===== src/pkg/pfe_pkg.sv =====
// package: register map, field layout and reset values of the filter and error status block
package pfe_pkg;
  localparam logic [11:0] OFF_FILTER_CFG = 12'h000;
  localparam logic [11:0] OFF_FILTER_SELECT = 12'h004;
  localparam logic [11:0] OFF_ELAPSED = 12'h008;
  localparam logic [11:0] OFF_RAW_FLAGS = 12'h00C;
  localparam logic [11:0] OFF_ENABLED_FLAGS = 12'h010;
  localparam logic [11:0] OFF_ENABLE_SET = 12'h014;
  localparam logic [11:0] OFF_ENABLE_CLEAR = 12'h018;
  localparam int SEL_C2_ID_LSB = 24;
  localparam int SEL_C2_REGION_LSB = 16;
  localparam int SEL_C1_ID_LSB = 8;
  localparam int SEL_C1_REGION_LSB = 0;
  localparam int CFG_C2_ID_ON_BIT = 31;
  localparam int CFG_C2_REGION_ON_BIT = 30;
  localparam int CFG_C1_ID_ON_BIT = 15;
  localparam int CFG_C1_REGION_ON_BIT = 14;
  localparam int ERR_SINGLE_BIT = 5;
  localparam int ERR_DOUBLE_BIT = 4;
  localparam int ERR_WRITE_BIT = 3;
  localparam int ERR_CMD_ADDR_BIT = 0;
  localparam logic [5:0] ERR_MASK = 6'h39;
  localparam logic [3:0] REGION_MEMORY = 4'h0;
  localparam logic [3:0] REGION_REGISTERS = 4'h7;
  localparam logic [7:0] RESET_ID = 8'h00;
  localparam logic [3:0] RESET_REGION = 4'h0;
  localparam logic [31:0] RESET_ELAPSED = 32'h0000_0000;
  localparam logic [5:0] RESET_FLAGS = 6'h00;
endpackage : pfe_pkg


===== src/core/pfe_core.sv =====
// filter selection, elapsed time counter and error status registers on apb
// Operation
// - counter two requester id, bits 31:24
// - counter one requester id, bits 15:8
// - counter two region code, bits 19:16
// - counter one region code, bits 3:0
// - region code 0 selects external memory
// - code 7 selects registers; others reserved
// - elapsed counter free-runs from reset
// - raw bit 5 single-bit ecc, w1s
// - raw bit 4 double-bit ecc, w1s
// - raw bit 3 write ecc, w1s
// - raw bit 0 command/address error, w1s
// - enabled bit 5 w1c clears raw too
// - enabled bit 4 w1c clears raw too
// - enabled bit 3 w1c clears raw too
// - enabled bit 0 w1c clears raw too
// - filters apply only when enabled
// - enable set register w1s enables
`timescale 1ns/100ps
module pfe_core #(
  parameter int ID_W = 8,
  parameter int REGION_W = 4
) (
  input wire logic pclk,
  input wire logic presetn,
  input wire logic psel,
  input wire logic penable,
  input wire logic pwrite,
  input wire logic [11:0] paddr,
  input wire logic [31:0] pwdata,
  output logic [31:0] prdata,
  output logic pready,
  output logic pslverr,
  input wire logic [5:0] err_event,
  input wire logic access_valid,
  input wire logic [ID_W-1:0] access_id,
  input wire logic [REGION_W-1:0] access_region,
  output logic counter_one_hit,
  output logic counter_two_hit,
  output logic error_irq
);
  typedef enum logic [1:0] {
    PFE_IDLE = 2'b01,
    PFE_DONE = 2'b10
  } pfe_state_e;

  pfe_state_e state;
  pfe_state_e next_state;
  logic [7:0] counter_two_requester_id;
  logic [7:0] counter_one_requester_id;
  logic [3:0] counter_two_region_code;
  logic [3:0] counter_one_region_code;
  logic counter_two_requester_filter_on;
  logic counter_two_region_filter_on;
  logic counter_one_requester_filter_on;
  logic counter_one_region_filter_on;
  logic [31:0] elapsed_time_counter;
  logic [5:0] raw_flags;
  logic [5:0] enable_bits;

  wire access_phase;
  wire wr;
  wire rd;
  wire mapped;
  wire sel_cfg;
  wire sel_select;
  wire sel_elapsed;
  wire sel_raw;
  wire sel_enabled;
  wire sel_eset;
  wire sel_eclr;
  wire [5:0] wr_bits;
  wire [5:0] raw_set;
  wire [5:0] raw_clr;
  wire [5:0] next_raw;
  wire [5:0] next_enable;
  wire [5:0] enabled_flags;
  wire [31:0] select_word;
  wire [31:0] cfg_word;
  wire [31:0] next_rdata;
  wire c1_match;
  wire c2_match;

  // access phase with one wait state, pready registered; the state guards against a repeated commit
  assign access_phase = psel && penable && (state == PFE_IDLE);
  assign wr = access_phase && pwrite;
  assign rd = access_phase && !pwrite;
  assign sel_cfg = (paddr == pfe_pkg::OFF_FILTER_CFG);
  assign sel_select = (paddr == pfe_pkg::OFF_FILTER_SELECT);
  assign sel_elapsed = (paddr == pfe_pkg::OFF_ELAPSED);
  assign sel_raw = (paddr == pfe_pkg::OFF_RAW_FLAGS);
  assign sel_enabled = (paddr == pfe_pkg::OFF_ENABLED_FLAGS);
  assign sel_eset = (paddr == pfe_pkg::OFF_ENABLE_SET);
  assign sel_eclr = (paddr == pfe_pkg::OFF_ENABLE_CLEAR);
  assign mapped = sel_cfg || sel_select || sel_elapsed || sel_raw || sel_enabled
    || sel_eset || sel_eclr;
  assign wr_bits = pwdata[5:0] & pfe_pkg::ERR_MASK;

  assign raw_set = (wr && sel_raw) ? wr_bits : 6'h00;
  assign raw_clr = (wr && sel_enabled) ? wr_bits : 6'h00;
  // event and w1s win over a same-cycle clear
  assign next_raw = ((raw_flags & ~raw_clr) | raw_set | (err_event & pfe_pkg::ERR_MASK))
    & pfe_pkg::ERR_MASK;
  assign next_enable = ((enable_bits | ((wr && sel_eset) ? wr_bits : 6'h00))
    & ~((wr && sel_eclr) ? wr_bits : 6'h00)) & pfe_pkg::ERR_MASK;
  assign enabled_flags = raw_flags & enable_bits;

  assign select_word = {counter_two_requester_id, 4'h0, counter_two_region_code,
    counter_one_requester_id, 4'h0, counter_one_region_code};
  assign cfg_word = {counter_two_requester_filter_on, counter_two_region_filter_on, 14'h0000,
    counter_one_requester_filter_on, counter_one_region_filter_on, 14'h0000};
  assign next_rdata = sel_cfg ? cfg_word :
    sel_select ? select_word :
    sel_elapsed ? elapsed_time_counter :
    sel_raw ? {26'h000_0000, raw_flags} :
    sel_enabled ? {26'h000_0000, enabled_flags} :
    (sel_eset || sel_eclr) ? {26'h000_0000, enable_bits} : 32'h0000_0000;

  assign next_state = access_phase ? PFE_DONE : PFE_IDLE;

  always_ff @(posedge pclk or negedge presetn)
  begin
    if (!presetn)
    begin
      state <= PFE_IDLE;
      pready <= 1'b0;
      pslverr <= 1'b0;
      prdata <= 32'h0000_0000;
    end
    else
    begin
      state <= next_state;
      pready <= access_phase;
      pslverr <= access_phase && !mapped;
      prdata <= (rd && mapped) ? next_rdata : 32'h0000_0000;
    end
  end

  always_ff @(posedge pclk or negedge presetn)
  begin
    if (!presetn)
    begin
      counter_two_requester_id <= pfe_pkg::RESET_ID;
      counter_one_requester_id <= pfe_pkg::RESET_ID;
      counter_two_region_code <= pfe_pkg::RESET_REGION;
      counter_one_region_code <= pfe_pkg::RESET_REGION;
    end
    else if (wr && sel_select)
    begin
      counter_two_requester_id <= pwdata[pfe_pkg::SEL_C2_ID_LSB +: 8];
      counter_one_requester_id <= pwdata[pfe_pkg::SEL_C1_ID_LSB +: 8];
      counter_two_region_code <= pwdata[pfe_pkg::SEL_C2_REGION_LSB +: 4];
      counter_one_region_code <= pwdata[pfe_pkg::SEL_C1_REGION_LSB +: 4];
    end
  end

  always_ff @(posedge pclk or negedge presetn)
  begin
    if (!presetn)
    begin
      counter_two_requester_filter_on <= 1'b0;
      counter_two_region_filter_on <= 1'b0;
      counter_one_requester_filter_on <= 1'b0;
      counter_one_region_filter_on <= 1'b0;
    end
    else if (wr && sel_cfg)
    begin
      counter_two_requester_filter_on <= pwdata[pfe_pkg::CFG_C2_ID_ON_BIT];
      counter_two_region_filter_on <= pwdata[pfe_pkg::CFG_C2_REGION_ON_BIT];
      counter_one_requester_filter_on <= pwdata[pfe_pkg::CFG_C1_ID_ON_BIT];
      counter_one_region_filter_on <= pwdata[pfe_pkg::CFG_C1_REGION_ON_BIT];
    end
  end

  always_ff @(posedge pclk or negedge presetn)
  begin
    if (!presetn)
    begin
      elapsed_time_counter <= pfe_pkg::RESET_ELAPSED;
      raw_flags <= pfe_pkg::RESET_FLAGS;
      enable_bits <= pfe_pkg::RESET_FLAGS;
      error_irq <= 1'b0;
      counter_one_hit <= 1'b0;
      counter_two_hit <= 1'b0;
    end
    else
    begin
      elapsed_time_counter <= elapsed_time_counter + 32'h0000_0001;
      raw_flags <= next_raw;
      enable_bits <= next_enable;
      error_irq <= |(next_raw & next_enable);
      counter_one_hit <= access_valid && c1_match;
      counter_two_hit <= access_valid && c2_match;
    end
  end

  pfe_match #(.ID_W(ID_W), .REGION_W(REGION_W)) u_match_one (
    .id_on(counter_one_requester_filter_on),
    .region_on(counter_one_region_filter_on),
    .id_want(counter_one_requester_id[ID_W-1:0]),
    .region_want(counter_one_region_code[REGION_W-1:0]),
    .access_id(access_id),
    .access_region(access_region),
    .hit(c1_match)
  );

  pfe_match #(.ID_W(ID_W), .REGION_W(REGION_W)) u_match_two (
    .id_on(counter_two_requester_filter_on),
    .region_on(counter_two_region_filter_on),
    .id_want(counter_two_requester_id[ID_W-1:0]),
    .region_want(counter_two_region_code[REGION_W-1:0]),
    .access_id(access_id),
    .access_region(access_region),
    .hit(c2_match)
  );

  elapsed_step_a: assert property (@(posedge pclk) disable iff (!presetn)
    $past(presetn) |-> elapsed_time_counter == $past(elapsed_time_counter) + 32'h0000_0001)
    else $error("elapsed counter did not step");
  raw_set_a: assert property (@(posedge pclk) disable iff (!presetn)
    wr && sel_raw && pwdata[pfe_pkg::ERR_SINGLE_BIT] |=> raw_flags[pfe_pkg::ERR_SINGLE_BIT])
    else $error("raw w1s lost");
  raw_zero_a: assert property (@(posedge pclk) disable iff (!presetn)
    wr && sel_raw && raw_flags[pfe_pkg::ERR_DOUBLE_BIT] |=> raw_flags[pfe_pkg::ERR_DOUBLE_BIT])
    else $error("raw write cleared a flag");
  clear_both_a: assert property (@(posedge pclk) disable iff (!presetn)
    wr && sel_enabled && pwdata[pfe_pkg::ERR_WRITE_BIT] && !err_event[pfe_pkg::ERR_WRITE_BIT]
    |=> !raw_flags[pfe_pkg::ERR_WRITE_BIT])
    else $error("w1c did not clear raw");
  event_wins_a: assert property (@(posedge pclk) disable iff (!presetn)
    err_event[pfe_pkg::ERR_CMD_ADDR_BIT] |=> raw_flags[pfe_pkg::ERR_CMD_ADDR_BIT])
    else $error("event lost against clear");
  irq_level_a: assert property (@(posedge pclk) disable iff (!presetn)
    error_irq == |enabled_flags)
    else $error("irq disagrees with enabled flags");
  enable_set_a: assert property (@(posedge pclk) disable iff (!presetn)
    wr && sel_eset && pwdata[pfe_pkg::ERR_SINGLE_BIT] && !(sel_eclr)
    |=> enable_bits[pfe_pkg::ERR_SINGLE_BIT])
    else $error("enable set ignored");
  select_rsvd_a: assert property (@(posedge pclk) disable iff (!presetn)
    select_word[23:20] == 4'h0 && select_word[7:4] == 4'h0)
    else $error("reserved select bits not zero");
  id_store_a: assert property (@(posedge pclk) disable iff (!presetn)
    wr && sel_select |=> counter_two_requester_id == $past(pwdata[31:24])
    && counter_one_region_code == $past(pwdata[3:0]))
    else $error("select fields not stored");
  ready_once_a: assert property (@(posedge pclk) disable iff (!presetn)
    pready |=> !pready)
    else $error("pready held two cycles");
  cov_irq_c: cover property (@(posedge pclk) disable iff (!presetn) $rose(error_irq));
  cov_w1c_c: cover property (@(posedge pclk) disable iff (!presetn) wr && sel_enabled);
  cov_hit_c: cover property (@(posedge pclk) disable iff (!presetn)
    counter_two_hit && counter_two_region_filter_on);
endmodule : pfe_core


===== src/core/pfe_match.sv =====
// one counter's requester and region filter match
`timescale 1ns/100ps
module pfe_match #(
  parameter int ID_W = 8,
  parameter int REGION_W = 4
) (
  input wire logic id_on,
  input wire logic region_on,
  input wire logic [ID_W-1:0] id_want,
  input wire logic [REGION_W-1:0] region_want,
  input wire logic [ID_W-1:0] access_id,
  input wire logic [REGION_W-1:0] access_region,
  output logic hit
);
  wire id_ok;
  wire region_ok;
  assign id_ok = !id_on || (access_id == id_want);
  assign region_ok = !region_on || (access_region == region_want);
  assign hit = id_ok && region_ok;
endmodule : pfe_match


===== config.mk =====
export PLATFORM = sky130hd
export DESIGN_NAME = pfe_core
export DESIGN_NICKNAME = d
export VERILOG_FILES = /design/src/pkg/pfe_pkg.sv /design/src/core/pfe_core.sv /design/src/core/pfe_match.sv
export SDC_FILE = /design/constraint.sdc
export NUM_CORES = 1
export LEC_CHECK = 0
export BUFFER_PORTS_ARGS = -buffer_cell sky130_fd_sc_hd__buf_4
export CAP_MARGIN = 10
export CORE_UTILIZATION = 45
export CTS_BUF_LIST = sky130_fd_sc_hd__clkbuf_8 sky130_fd_sc_hd__clkbuf_16
export CTS_CLUSTER_SIZE = 28
export DETAILED_ROUTE_END_ITERATION = 10
export PLACE_DENSITY_LB_ADDON = 0.15
export RECOVER_POWER = 25
export SYNTH_ARGS = -nofsm -noshare
export SYNTH_HDL_FRONTEND = slang
export SYNTH_SLANG_ARGS = --single-unit

===== constraint.sdc =====
create_clock -name pclk -period 2.3 [get_ports pclk]
set_input_delay 0.115 -clock pclk [delete_from_list [all_inputs] [get_ports pclk]]
set_output_delay 0.115 -clock pclk [all_outputs]
set_load 0.005 [all_outputs]

==> results of run 1 <==
## synthesized netlist by cell type (all sizes together)
| cell type | n |
|---|---|
| a21o | 1 |
| a21oi | 14 |
| a221oi | 2 |
| a22o | 4 |
| a22oi | 20 |
| and2 | 3 |
| and3 | 18 |
| and4 | 4 |
| and4b | 1 |
| buf | 10 |
| clkbuf | 8 |
| dfrtp | 105 |
| dfstp | 1 |
| ha | 1 |
| inv | 10 |
| mux2 | 28 |
| mux2i | 4 |
| nand2 | 22 |
| nand3 | 17 |
| nand4 | 9 |
| nand4b | 2 |
| nor2 | 34 |
| nor2b | 4 |
| nor3 | 4 |
| nor3b | 1 |
| nor4 | 4 |
| o211a | 1 |
| o211ai | 6 |
| o21a | 1 |
| o21ai | 8 |
| o41ai | 5 |
| or2 | 1 |
| or3 | 3 |
| or4 | 2 |
| xnor2 | 41 |
| xor2 | 13 |
## path summary, 6_finish.rpt
| check | start | cells after the start | slack, ps | endpoint |
|---|---|---|---|---|
| max | state[0] | 5 | 240 | prdata[0] |
| min | pwdata[4] | 3 | 30 | raw_flags[4] |
| max reg2reg | state[0] | 5 | 240 | prdata[0] |
| min reg2reg | elapsed_time_counter[31] | 1 | 490 | elapsed_time_counter[31] |
| max in group asynchronous | presetn | 3 | 710 | counter_two_requester_id[6] |
| min in group asynchronous | presetn | 3 | 750 | prdata[25] |
## through the flow
step	setup slack, ps	instances	utilization [%]	area, um2
6_report	238.8	683	59.92	6158
5_1_grt	100.9	683	59.92	6158
4_1_cts	224.4	683	60.04	6171
3_5_place_dp	213.7	638	55.25	5678
3_3_place_gp	202.9	638	55.25	5678
2_1_floorplan	440.3	412	-	4750
## registers in the layout, summed over array words and instances, names as in the netlist, 4 cells and up
signal,cells
counter_two_region_code,4
enable_bits,4
counter_two_requester_id,8
counter_one_requester_id,8
counter_one_region_code,4
raw_flags,4
elapsed_time_counter,32
prdata,32
## kinds of logic (layout without fill, tap and decap cells)
kind of cell | after synthesis | count (layout)
flops | 106 | 106
compound gates | 62 | 62
simple gates | 129 | 129
mux | 32 | 32
xor+xnor | 54 | 54
fa+ha+maj | 1 | 1
buf+inv | 28 | 163
## critical path: stages (launching register included)
cell     delay [ps]
dfstp_2         530
and4b_1         290
inv_2            80
or4_4           530
buf_4           240
nor3_1          280
## area by class of cell
cell class                      instances  area [um2]  share of cell area, %
Clock inverter                          6       65.06                  1.056
Sequential cell                       106        2654                  43.09
Multi-Input combinational cell        278        1968                  31.96
Tap cell                              136       170.2                  2.763
Clock buffer                           10       137.6                  2.235
Inverter                               10       37.54                 0.6095
Timing Repair Buffer                  137        1126                  18.29
## per-layer routing
layer / track usage [%] / routed length, um / up-vias
li1: - / - / 1713
met1: 28.80 / 5084 / 1772
met2: 36.71 / 5524 / 98
met3: 4.304 / 452 / 11
met4: 5.835 / 154 / 0
met5: 0 / 0 / -
## what timing repair did
action,4_1_cts,5_1_grt
hold buffers,29,0
setup endpoints to repair,0,0
hold endpoints to repair,137,0
## power groups by stage
| stage | combinational (uW) | clock [uW] | sequential (uW) |
|---|---|---|---|
| finish | 245 | 1150 | 1870 |
| global route | 270 | 1250 | 1870 |
| CTS | 251 | 1190 | 1870 |
| detailed placement | 211 | 0 | 1910 |
| global placement | 209 | 0 | 1910 |
| floorplan | 59.6 | 0 | 1910 |
## placed cells by master (no fill, tap or decap), drive strengths merged, types with 17 or more instances in the layout
cell,n
a22oi,20
and3,18
buf,106
dfrtp,105
dlygate4sd3,29
mux2,28
nand2,22
nand3,17
nor2,34
xnor2,41
==> metrics.cfg, run 1 <==
[floorplan]
start_util_pct=46.21
die_x_um=104.7
core_um2=10280
dieHeight_um=104.7
rows=37
pin_count=105
die_area_um2=10970

[yosys]
synth_fa_ha_area_share_pct=0.2634
synth_simple_gate_area_share_pct=14.75
ys_types=44
synth_mux_area_share_pct=7.482
yosys_warnings=0
synth_top_area_share_pct=55.32
synth_top_family_by_area=simple AND/OR/NAND/NOR gates
syn-instance-count=412
syn_nets=481
synth_area_leaders=dfrtp_1, xnor2_1, mux2_1, a22oi_1, nor2_1
synth-seq-cells=106
seq_area_frac_synth_pct=55.87
post-synth-top-area-cell=dfrtp_1
synth_compound_area_share_pct=8.983
synth-xor-area-share_pct=9.958
syn_area_per_cell_um2=11.53
synth.cell_area_um2=4750

[power]
netSwitchingFraction_pct=22.36
power.internal_uw=2534
leakagePower_uw=0.002944
p_per_area_nw_per_um2=529.9
power_frac_clock_pct=35.2
power.switching_uw=729.7
power_uw=3264
ir_worst_vdd_mv=0.4087
pwr-share-comb_pct=7.5
p_seq_share_pct=57.3

[place]
placement.io_buffers=96
place_congestion=0.8206
detailed_place_hpwl_mm=7.909

[final_layout]
drive_gt1_share_pct=24.86
fill_cells=884
area_delta_synth_final_pct=29.66
antenna_cells=0
nets=611

[cts]
h-tree-depth=3
clk_pin_slew_ps=100
worstSkewPairLatency_ps=370
cts_made_buffers=9
cts_buffer_depth=2
cts_setup_buffers=0
cts.sink_count=106
ctsResizeCount=0
cts_tree=done
ctsRootBufferMaster=clkbuf_8

[sta]
tns_ps=0
finalCritPeriodShare_pct=89.62
hold_violations=0
hold_ws_ps=33.16
rsz0062_at_grt=no
fmax_ghz=0.4852
max-slew-margin-rel_pct=7.620
period_minus_slack_ps=2061
tightest_slew_ps=1386
setup_viol=0
slew_violations=0
finalClockSkew_ps=13.87

[routing]
drcViolationCount=0
routed_wl_mm=11.22
drt_first_iter_violations=179
drt_pre_antenna_iters=4
drt-wirelength-per-cell_um=16.42
vias_per_cell=5.262
dr_total_vias=3594
ant_nets=0

[global_routing]
grt_overflow=0
grt_antenna_before_repair=0
grt_util_all_layers_pct=21.81
grt_pass1_vias=3708
grt_pass1_wl_mm=18.46
grt_max_degree=107

[setup_path]
critPathCaptureType=flip-flop
cp.arrival_ps=2320
crit_type=flip-flop to flip-flop
worst_setup_path_start_kind=flip-flop
required_ps=2560
crit_fanout=20

[run]
cap_viol_max_count=0

[outcome]
status=complete, no violations

[min_path]
min_path_type=input port to flip-flop

Power figures use the tool's default switching activity.
==> run 2: changes to the inputs <==
--- a/config.mk
+++ b/config.mk
@@ -11,6 +11,8 @@
 export CTS_BUF_LIST = sky130_fd_sc_hd__clkbuf_8 sky130_fd_sc_hd__clkbuf_16
 export CTS_CLUSTER_SIZE = 28
 export DETAILED_ROUTE_END_ITERATION = 10
+export GPL_ROUTABILITY_DRIVEN = 0
+export GPL_TIMING_DRIVEN = 0
 export PLACE_DENSITY_LB_ADDON = 0.15
 export RECOVER_POWER = 25
 export SYNTH_ARGS = -nofsm -noshare
==> metrics.cfg, run 2 (synthesis gave the netlist of run 1 again) <==
[setup_path]
crit_start=state[0]
critPathBufInv=3  ; +1
required_ps=2560  ; about the same
r2r_start=state[0]
crit_chain=and4b_1 -> buf_4 -> inv_2 -> or4_4 -> clkbuf_1 -> nor3_1
worst_setup_path_start_kind=flip-flop
critPathCaptureType=flip-flop
critPathSlowestCell=or4_4
crit_fanout=10  ; -50%
cpPeakStageDelay_ps=550  ; +20 ps
critPathTopFamily=simple AND/OR/NAND/NOR gates
cp.arrival_ps=2430  ; +110 ps
crit_type=flip-flop to flip-flop

[cts]
cts_setup_buffers=0  ; unchanged
h-tree-depth=3  ; unchanged
cts_tree=done
ctsRootBufferMaster=clkbuf_8
clk_pin_slew_ps=100  ; about the same
cts.sink_count=106  ; unchanged
cts_buffer_depth=2  ; unchanged
worstSkewPairLatency_ps=360  ; about the same
cts_made_buffers=9  ; unchanged

[routing]
drt_pre_antenna_iters=6  ; +2
dr_total_vias=3582  ; -0.33%
ant_nets=0  ; unchanged
vias_per_cell=5.222  ; -0.77%
routed_wl_mm=11.38  ; +1.4%
drcViolationCount=0  ; unchanged
drt-wirelength-per-cell_um=16.58  ; +0.97%
drt_first_iter_violations=180  ; +0.56%

[power]
power_uw=3210  ; -1.6%
leakagePower_uw=0.002922  ; -0.77%
ir_worst_vdd_mv=0.3348  ; -18%
p_per_area_nw_per_um2=524.6  ; -1.0%

[sta]
hold_violations=0  ; unchanged
rsz0062_at_grt=no
finalCritPeriodShare_pct=94.28  ; +4.7 points
slew_violations=0  ; unchanged
setup_viol=0  ; unchanged
tightest_slew_ps=1244  ; -142.2 ps
max-slew-margin-rel_pct=17.10  ; +9.5 points
hold_ws_ps=12.71  ; -20.45 ps
finalClockSkew_ps=10.71  ; -3.153 ps
fmax_ghz=0.4611  ; -5.0%
period_minus_slack_ps=2169  ; +107.3 ps

[outcome]
status=complete, no violations

[final_layout]
final_common_cell=dfrtp_1
ff_latch_area_um2=2654  ; unchanged
multi_input_area_um2=1974  ; +0.32%
largest_registers=elapsed_time_counter (32), prdata (32)
fin_util_pct=59.54  ; -0.38 points
drive_gt1_share_pct=24.00  ; -0.86 points
fill_cells=889  ; +0.57%
final_cell_mix=dfrtp_1, buf_4, xnor2_1
nets=615  ; +0.65%
final_cells=686  ; +0.44%
fin_area_um2=6120  ; -0.63%
antenna_cells=0  ; unchanged
area_delta_synth_final_pct=28.85

[floorplan]
dieHeight_um=104.7  ; unchanged
core_um2=10280  ; unchanged
die_x_um=104.7  ; unchanged
pin_count=105  ; unchanged
die_area_um2=10970  ; unchanged
start_util_pct=46.21  ; unchanged
rows=37  ; unchanged

[min_path]
hp-start=pwdata[3]
min_path_type=input port to flip-flop

[place]
dp.cells=644  ; +0.94%
detailed_place_hpwl_mm=8.285  ; +4.7%
placedInstanceArea_um2=5660  ; -0.31%
placement.io_buffers=95  ; -1.0%

[global_routing]
grt_util_all_layers_pct=22.41  ; +0.60 points
grt_antenna_before_repair=0  ; unchanged
grt_pass1_wl_mm=18.86  ; +2.2%
grt_pass1_vias=3675  ; -0.89%
grt_max_degree=59  ; -45%
grt_overflow=0  ; unchanged

[run]
cap_viol_max_count=0  ; unchanged

==> run 2: cell count changes in the layout (fill, tap and decap cells not counted), sizes merged <==
cell / change
inv: +1
clkinvlp: +1
clkbuf: +16
buf: -11
clkinv: -2
dlygate4sd3: -2
==> run 2: final cells by class <==
cell class	count	share of cell area, %
Tap cell	136	2.781
Inverter	10	0.6134
Clock inverter	6	1.002
Sequential cell	106	43.37
Buffer	18	1.472
Timing Repair Buffer	123	16.48
Multi-Input combinational cell	278	32.26
Clock buffer	9	2.024
==> run 2: through the flow <==
stage,worst slack [ps],TNS [ps]
after floorplan,440.3,0
after global placement,1.591,0
after detailed placement,-27.59,-27.59
after CTS,140.8,0
after global routing,61.28,0
final,131.5,0
==> run 2: repair_timing <==
item	in CTS	in global routing
setup endpoints to repair	1	0
hold endpoints to repair	77	0
resized for setup	1	0
hold buffers	27	0
==> run 2: power by group <==
part | switching, uW | leakage [uW] | internal (uW)
logic | 115 | 0.00139 | 132
clock network | 601 | 0.0000939 | 492
registers | 2.04 | 0.00144 | 1870
==> run 2: worst register-to-register path, delay by kind of cell, from the launching register on <==
family                 cells  cell delay [ps]
buffers and inverters      3              490
flip-flops                 1              520
AND/OR/NAND/NOR            3             1080
==> run 2: path summary, 6_finish.rpt <==
path	depth (start not counted)	endpoint	slack, ps
hold reg to reg	1	elapsed_time_counter[31]	480
setup reg to reg	6	prdata[3]	130
setup / recovery	6	prdata[3]	130
max in group asynchronous	3	state[0]	840
min in group asynchronous	2	prdata[16]	550
hold / removal	2	counter_one_region_code[3]	10
==> run 2: metal layers <==
metal | vias up | wire length, um | track usage, %
met5 | - | 0 | 0
met3 | 17 | 516 | 3.805
met2 | 99 | 5424 | 36.14
met1 | 1744 | 5211 | 30.66
met4 | 0 | 223 | 7.746
li1 | 1722 | - | -
==> run 3: changes to the inputs <==
--- a/config.mk
+++ b/config.mk
@@ -5,6 +5,7 @@
 export SDC_FILE = /design/constraint.sdc
 export NUM_CORES = 1
 export LEC_CHECK = 0
+export ABC_AREA = 1
 export BUFFER_PORTS_ARGS = -buffer_cell sky130_fd_sc_hd__buf_4
 export CAP_MARGIN = 10
 export CORE_UTILIZATION = 45
==> metrics.cfg, run 3 <==
[routing]
vias_per_cell=5.111  ; -2.1%
drt_first_iter_violations=262  ; +46%
drt_pre_antenna_iters=4  ; -2
wl_met1_mm=5.699  ; +9.4%
drcViolationCount=0  ; unchanged
routed_wl_mm=12.52  ; +10%
wl_met3_um=697  ; +35%
highest_layer=met4
dr_total_vias=4155  ; +16%
ant_nets=0  ; unchanged
wl_met2_mm=5.814  ; +7.2%
drt-wirelength-per-cell_um=15.40  ; -7.1%

[yosys]
syn_nets=607  ; +26%
synth_top_area_share_pct=51.61  ; -3.7 points
post-synth-top-area-cell=dfrtp_1
synth_area_leaders=dfrtp_1, nand2_1, xor2_1, nor2_1, inv_1
synth_edf_count=0  ; unchanged
syn_area_per_cell_um2=9.463  ; -18%
synth_common_cells=dfrtp_1, nand2_1, nor2_1, inv_1, xor2_1
synth-async-reset-ratio_pct=100.0  ; unchanged
synth-seq-cells=106  ; unchanged
ys.flop_type=dfrtp_1
seq_area_frac_synth_pct=52.13  ; -3.7 points
synthMostInstantiatedCell=dfrtp_1
synth.cell_area_um2=5091  ; +7.2%
syn-instance-count=538  ; +31%
yosys_warnings=0  ; unchanged
ys_types=37  ; -16%

[sta]
max-slew-margin-rel_pct=21.53  ; +4.4 points
slew_violations=0  ; unchanged
hold_violations=0  ; unchanged
hold_ws_ps=12.55  ; -0.1555 ps
setup_viol=0  ; unchanged
tightest_slew_ps=1177  ; -66.51 ps
period_minus_slack_ps=1991  ; -177.9 ps
finalCritPeriodShare_pct=86.55  ; -7.7 points
rsz0062_at_grt=no
fmax_ghz=0.5023  ; +8.9%
fin_ws_ps=309.3  ; +177.9 ps
tns_ps=0  ; unchanged
finalClockSkew_ps=9.371  ; -1.344 ps

[final_layout]
multi_input_area_um2=2152  ; +9.0%
final_common_cell=dfrtp_1
antenna_cells=0  ; unchanged
nets=737  ; +20%
fin_util_pct=59.73  ; +0.18 points
ff_latch_area_um2=2654  ; unchanged
largest_registers=elapsed_time_counter (32), prdata (32)
final_cell_mix=dfrtp_1, nand2_1, buf_4
area_delta_synth_final_pct=28.29
fill_cells=969  ; +9.0%
drive_gt1_share_pct=25.85  ; +1.9 points

[setup_path]
cpPeakStageDelay_ps=520  ; -30 ps
crit_chain=nand2_1 -> nor3_1 -> nand3b_1 -> o21ai_0 -> nand2_1 -> nand2_1 -> nand2_1 -> inv_1 -> nand2_1
r2r_end=error_irq
worst_setup_path_start_kind=flip-flop
rrSetupSlack_ps=310  ; +180 ps
crit_type=flip-flop to flip-flop
r2r_start=state[0]
crit_fanout=4  ; -6
rr_worst_depth=9  ; +3
critPathCaptureType=flip-flop
critPathSlowestCell=dfstp_2
required_ps=2550  ; about the same
cp.arrival_ps=2240  ; -190 ps
crit_top_cell=nand2_1

[floorplan]
die_area_um2=11740  ; +7.1%
dieHeight_um=108.4  ; +3.5%
rows=38  ; +2.7%
pin_count=105  ; unchanged
die_x_um=108.4  ; +3.5%
core_um2=10940  ; +6.4%
start_util_pct=46.56  ; +0.34 points

[min_path]
min_path_type=input port to flip-flop
hp-start=pwdata[17]
whs_endpoint=counter_two_region_code[1]
hold_depth=2  ; unchanged

[cts]
cts_setup_buffers=0  ; unchanged
worstSkewPairLatency_ps=360  ; about the same
cts_buffer_depth=2  ; unchanged
clk_pin_slew_ps=70  ; -30 ps
cts_tree=done
h-tree-depth=3  ; unchanged
cts_made_buffers=9  ; unchanged
ctsRootBufferMaster=clkbuf_16
cts.sink_count=106  ; unchanged

[global_routing]
grt_util_all_layers_pct=23.28  ; +0.87 points
grt_pass1_vias=4172  ; +14%
grt_antenna_before_repair=0  ; unchanged
grt_max_degree=61  ; +3.4%
grt_pass1_wl_mm=20.41  ; +8.2%
grt_overflow=0  ; unchanged

[power]
p_per_area_nw_per_um2=560.6  ; +6.9%
power_frac_clock_pct=42.8  ; +8.8 points
pwr-share-comb_pct=6.1  ; -1.6 points
power.internal_uw=2863  ; +15%
power_uw=3661  ; +14%
p_seq_share_pct=51.1  ; -7.2 points
leakagePower_uw=0.003169  ; +8.5%
power.switching_uw=797.9  ; +11%
ir_worst_vdd_mv=0.4546  ; +36%
netSwitchingFraction_pct=21.79  ; -0.58 points

[outcome]
status=complete, no violations

[place]
dpl_worst_slack_ps=378.3  ; +405.9 ps
placement.io_buffers=96  ; +1.1%
detailed_place_hpwl_mm=9.572  ; +16%

[run]
cap_viol_max_count=0  ; unchanged

-- run 3: power groups by stage --
stage	Clock (uW)	Combinational (uW)	Sequential, uW
after global routing	1680	248	1870
after global placement	0	185	1910
after detailed placement	0	197	1910
after floorplan	0	46.9	1910
final	1570	223	1870
after CTS	1600	227	1870
-- run 3: how the worst max path moves through the flow --
stage | depth (start not counted) | from | end | slack (ps)
2_1_floorplan | 6 | state[0] | counter_one_requester_id[4] | 710
3_3_place_gp | 9 | state[0] | error_irq | 440
3_5_place_dp | 9 | state[0] | error_irq | 380
4_1_cts | 9 | state[0] | error_irq | 360
5_1_grt | 10 | state[0] | error_irq | 170
6_report | 9 | state[0] | error_irq | 310
-- run 3: metrics by stage --
step | instances | area [um2]
floorplan | 538 | 5091
global placement | 774 | 5987
detailed placement | 775 | 6015
CTS | 813 | 6539
global route | 813 | 6531
finish | 813 | 6531
-- run 3: worst max-delay path: cells and delay by family, from the launching register on --
family	cells	cell delay, ps
DFF	1	520
and+or+nand+nor	7	1110
AOI/OAI and AO/OA	1	210
buffers and inverters	1	40
-- run 3: cells by family after synthesis --
kind of cell             share of synthesized area (%)
AO/OA/AOI/OAI                                    7.103
XOR/XNOR                                         8.430
adder cells (fa/ha/maj)                         0.2457
buffers and inverters                            5.505
flip-flops                                       52.13
multiplexers                                     3.981
AND/OR/NAND/NOR                                  22.61
-- run 3: area by class of cell --
class,count,share of cell area [%]
clock inverters,6,0.9962
well taps,140,2.682
multi-input cells,361,32.95
inverters,60,3.448
plain buffers,11,0.8429
repair buffers,119,14.79
flip-flops and latches,106,40.63
clock buffers,10,3.659
-- run 3: layer usage --
layer  up-vias  GRT usage, %
li1       2009             -
met2       138         37.03
met1      1983         30.90
met4         0         9.073
met5         -             0
met3        25         5.304
-- run 3: repair_timing --
action / 4_1_cts / 5_1_grt
hold endpoints to repair: 68 / 0
resized for setup: 0 / 0
hold buffers: 22 / 0
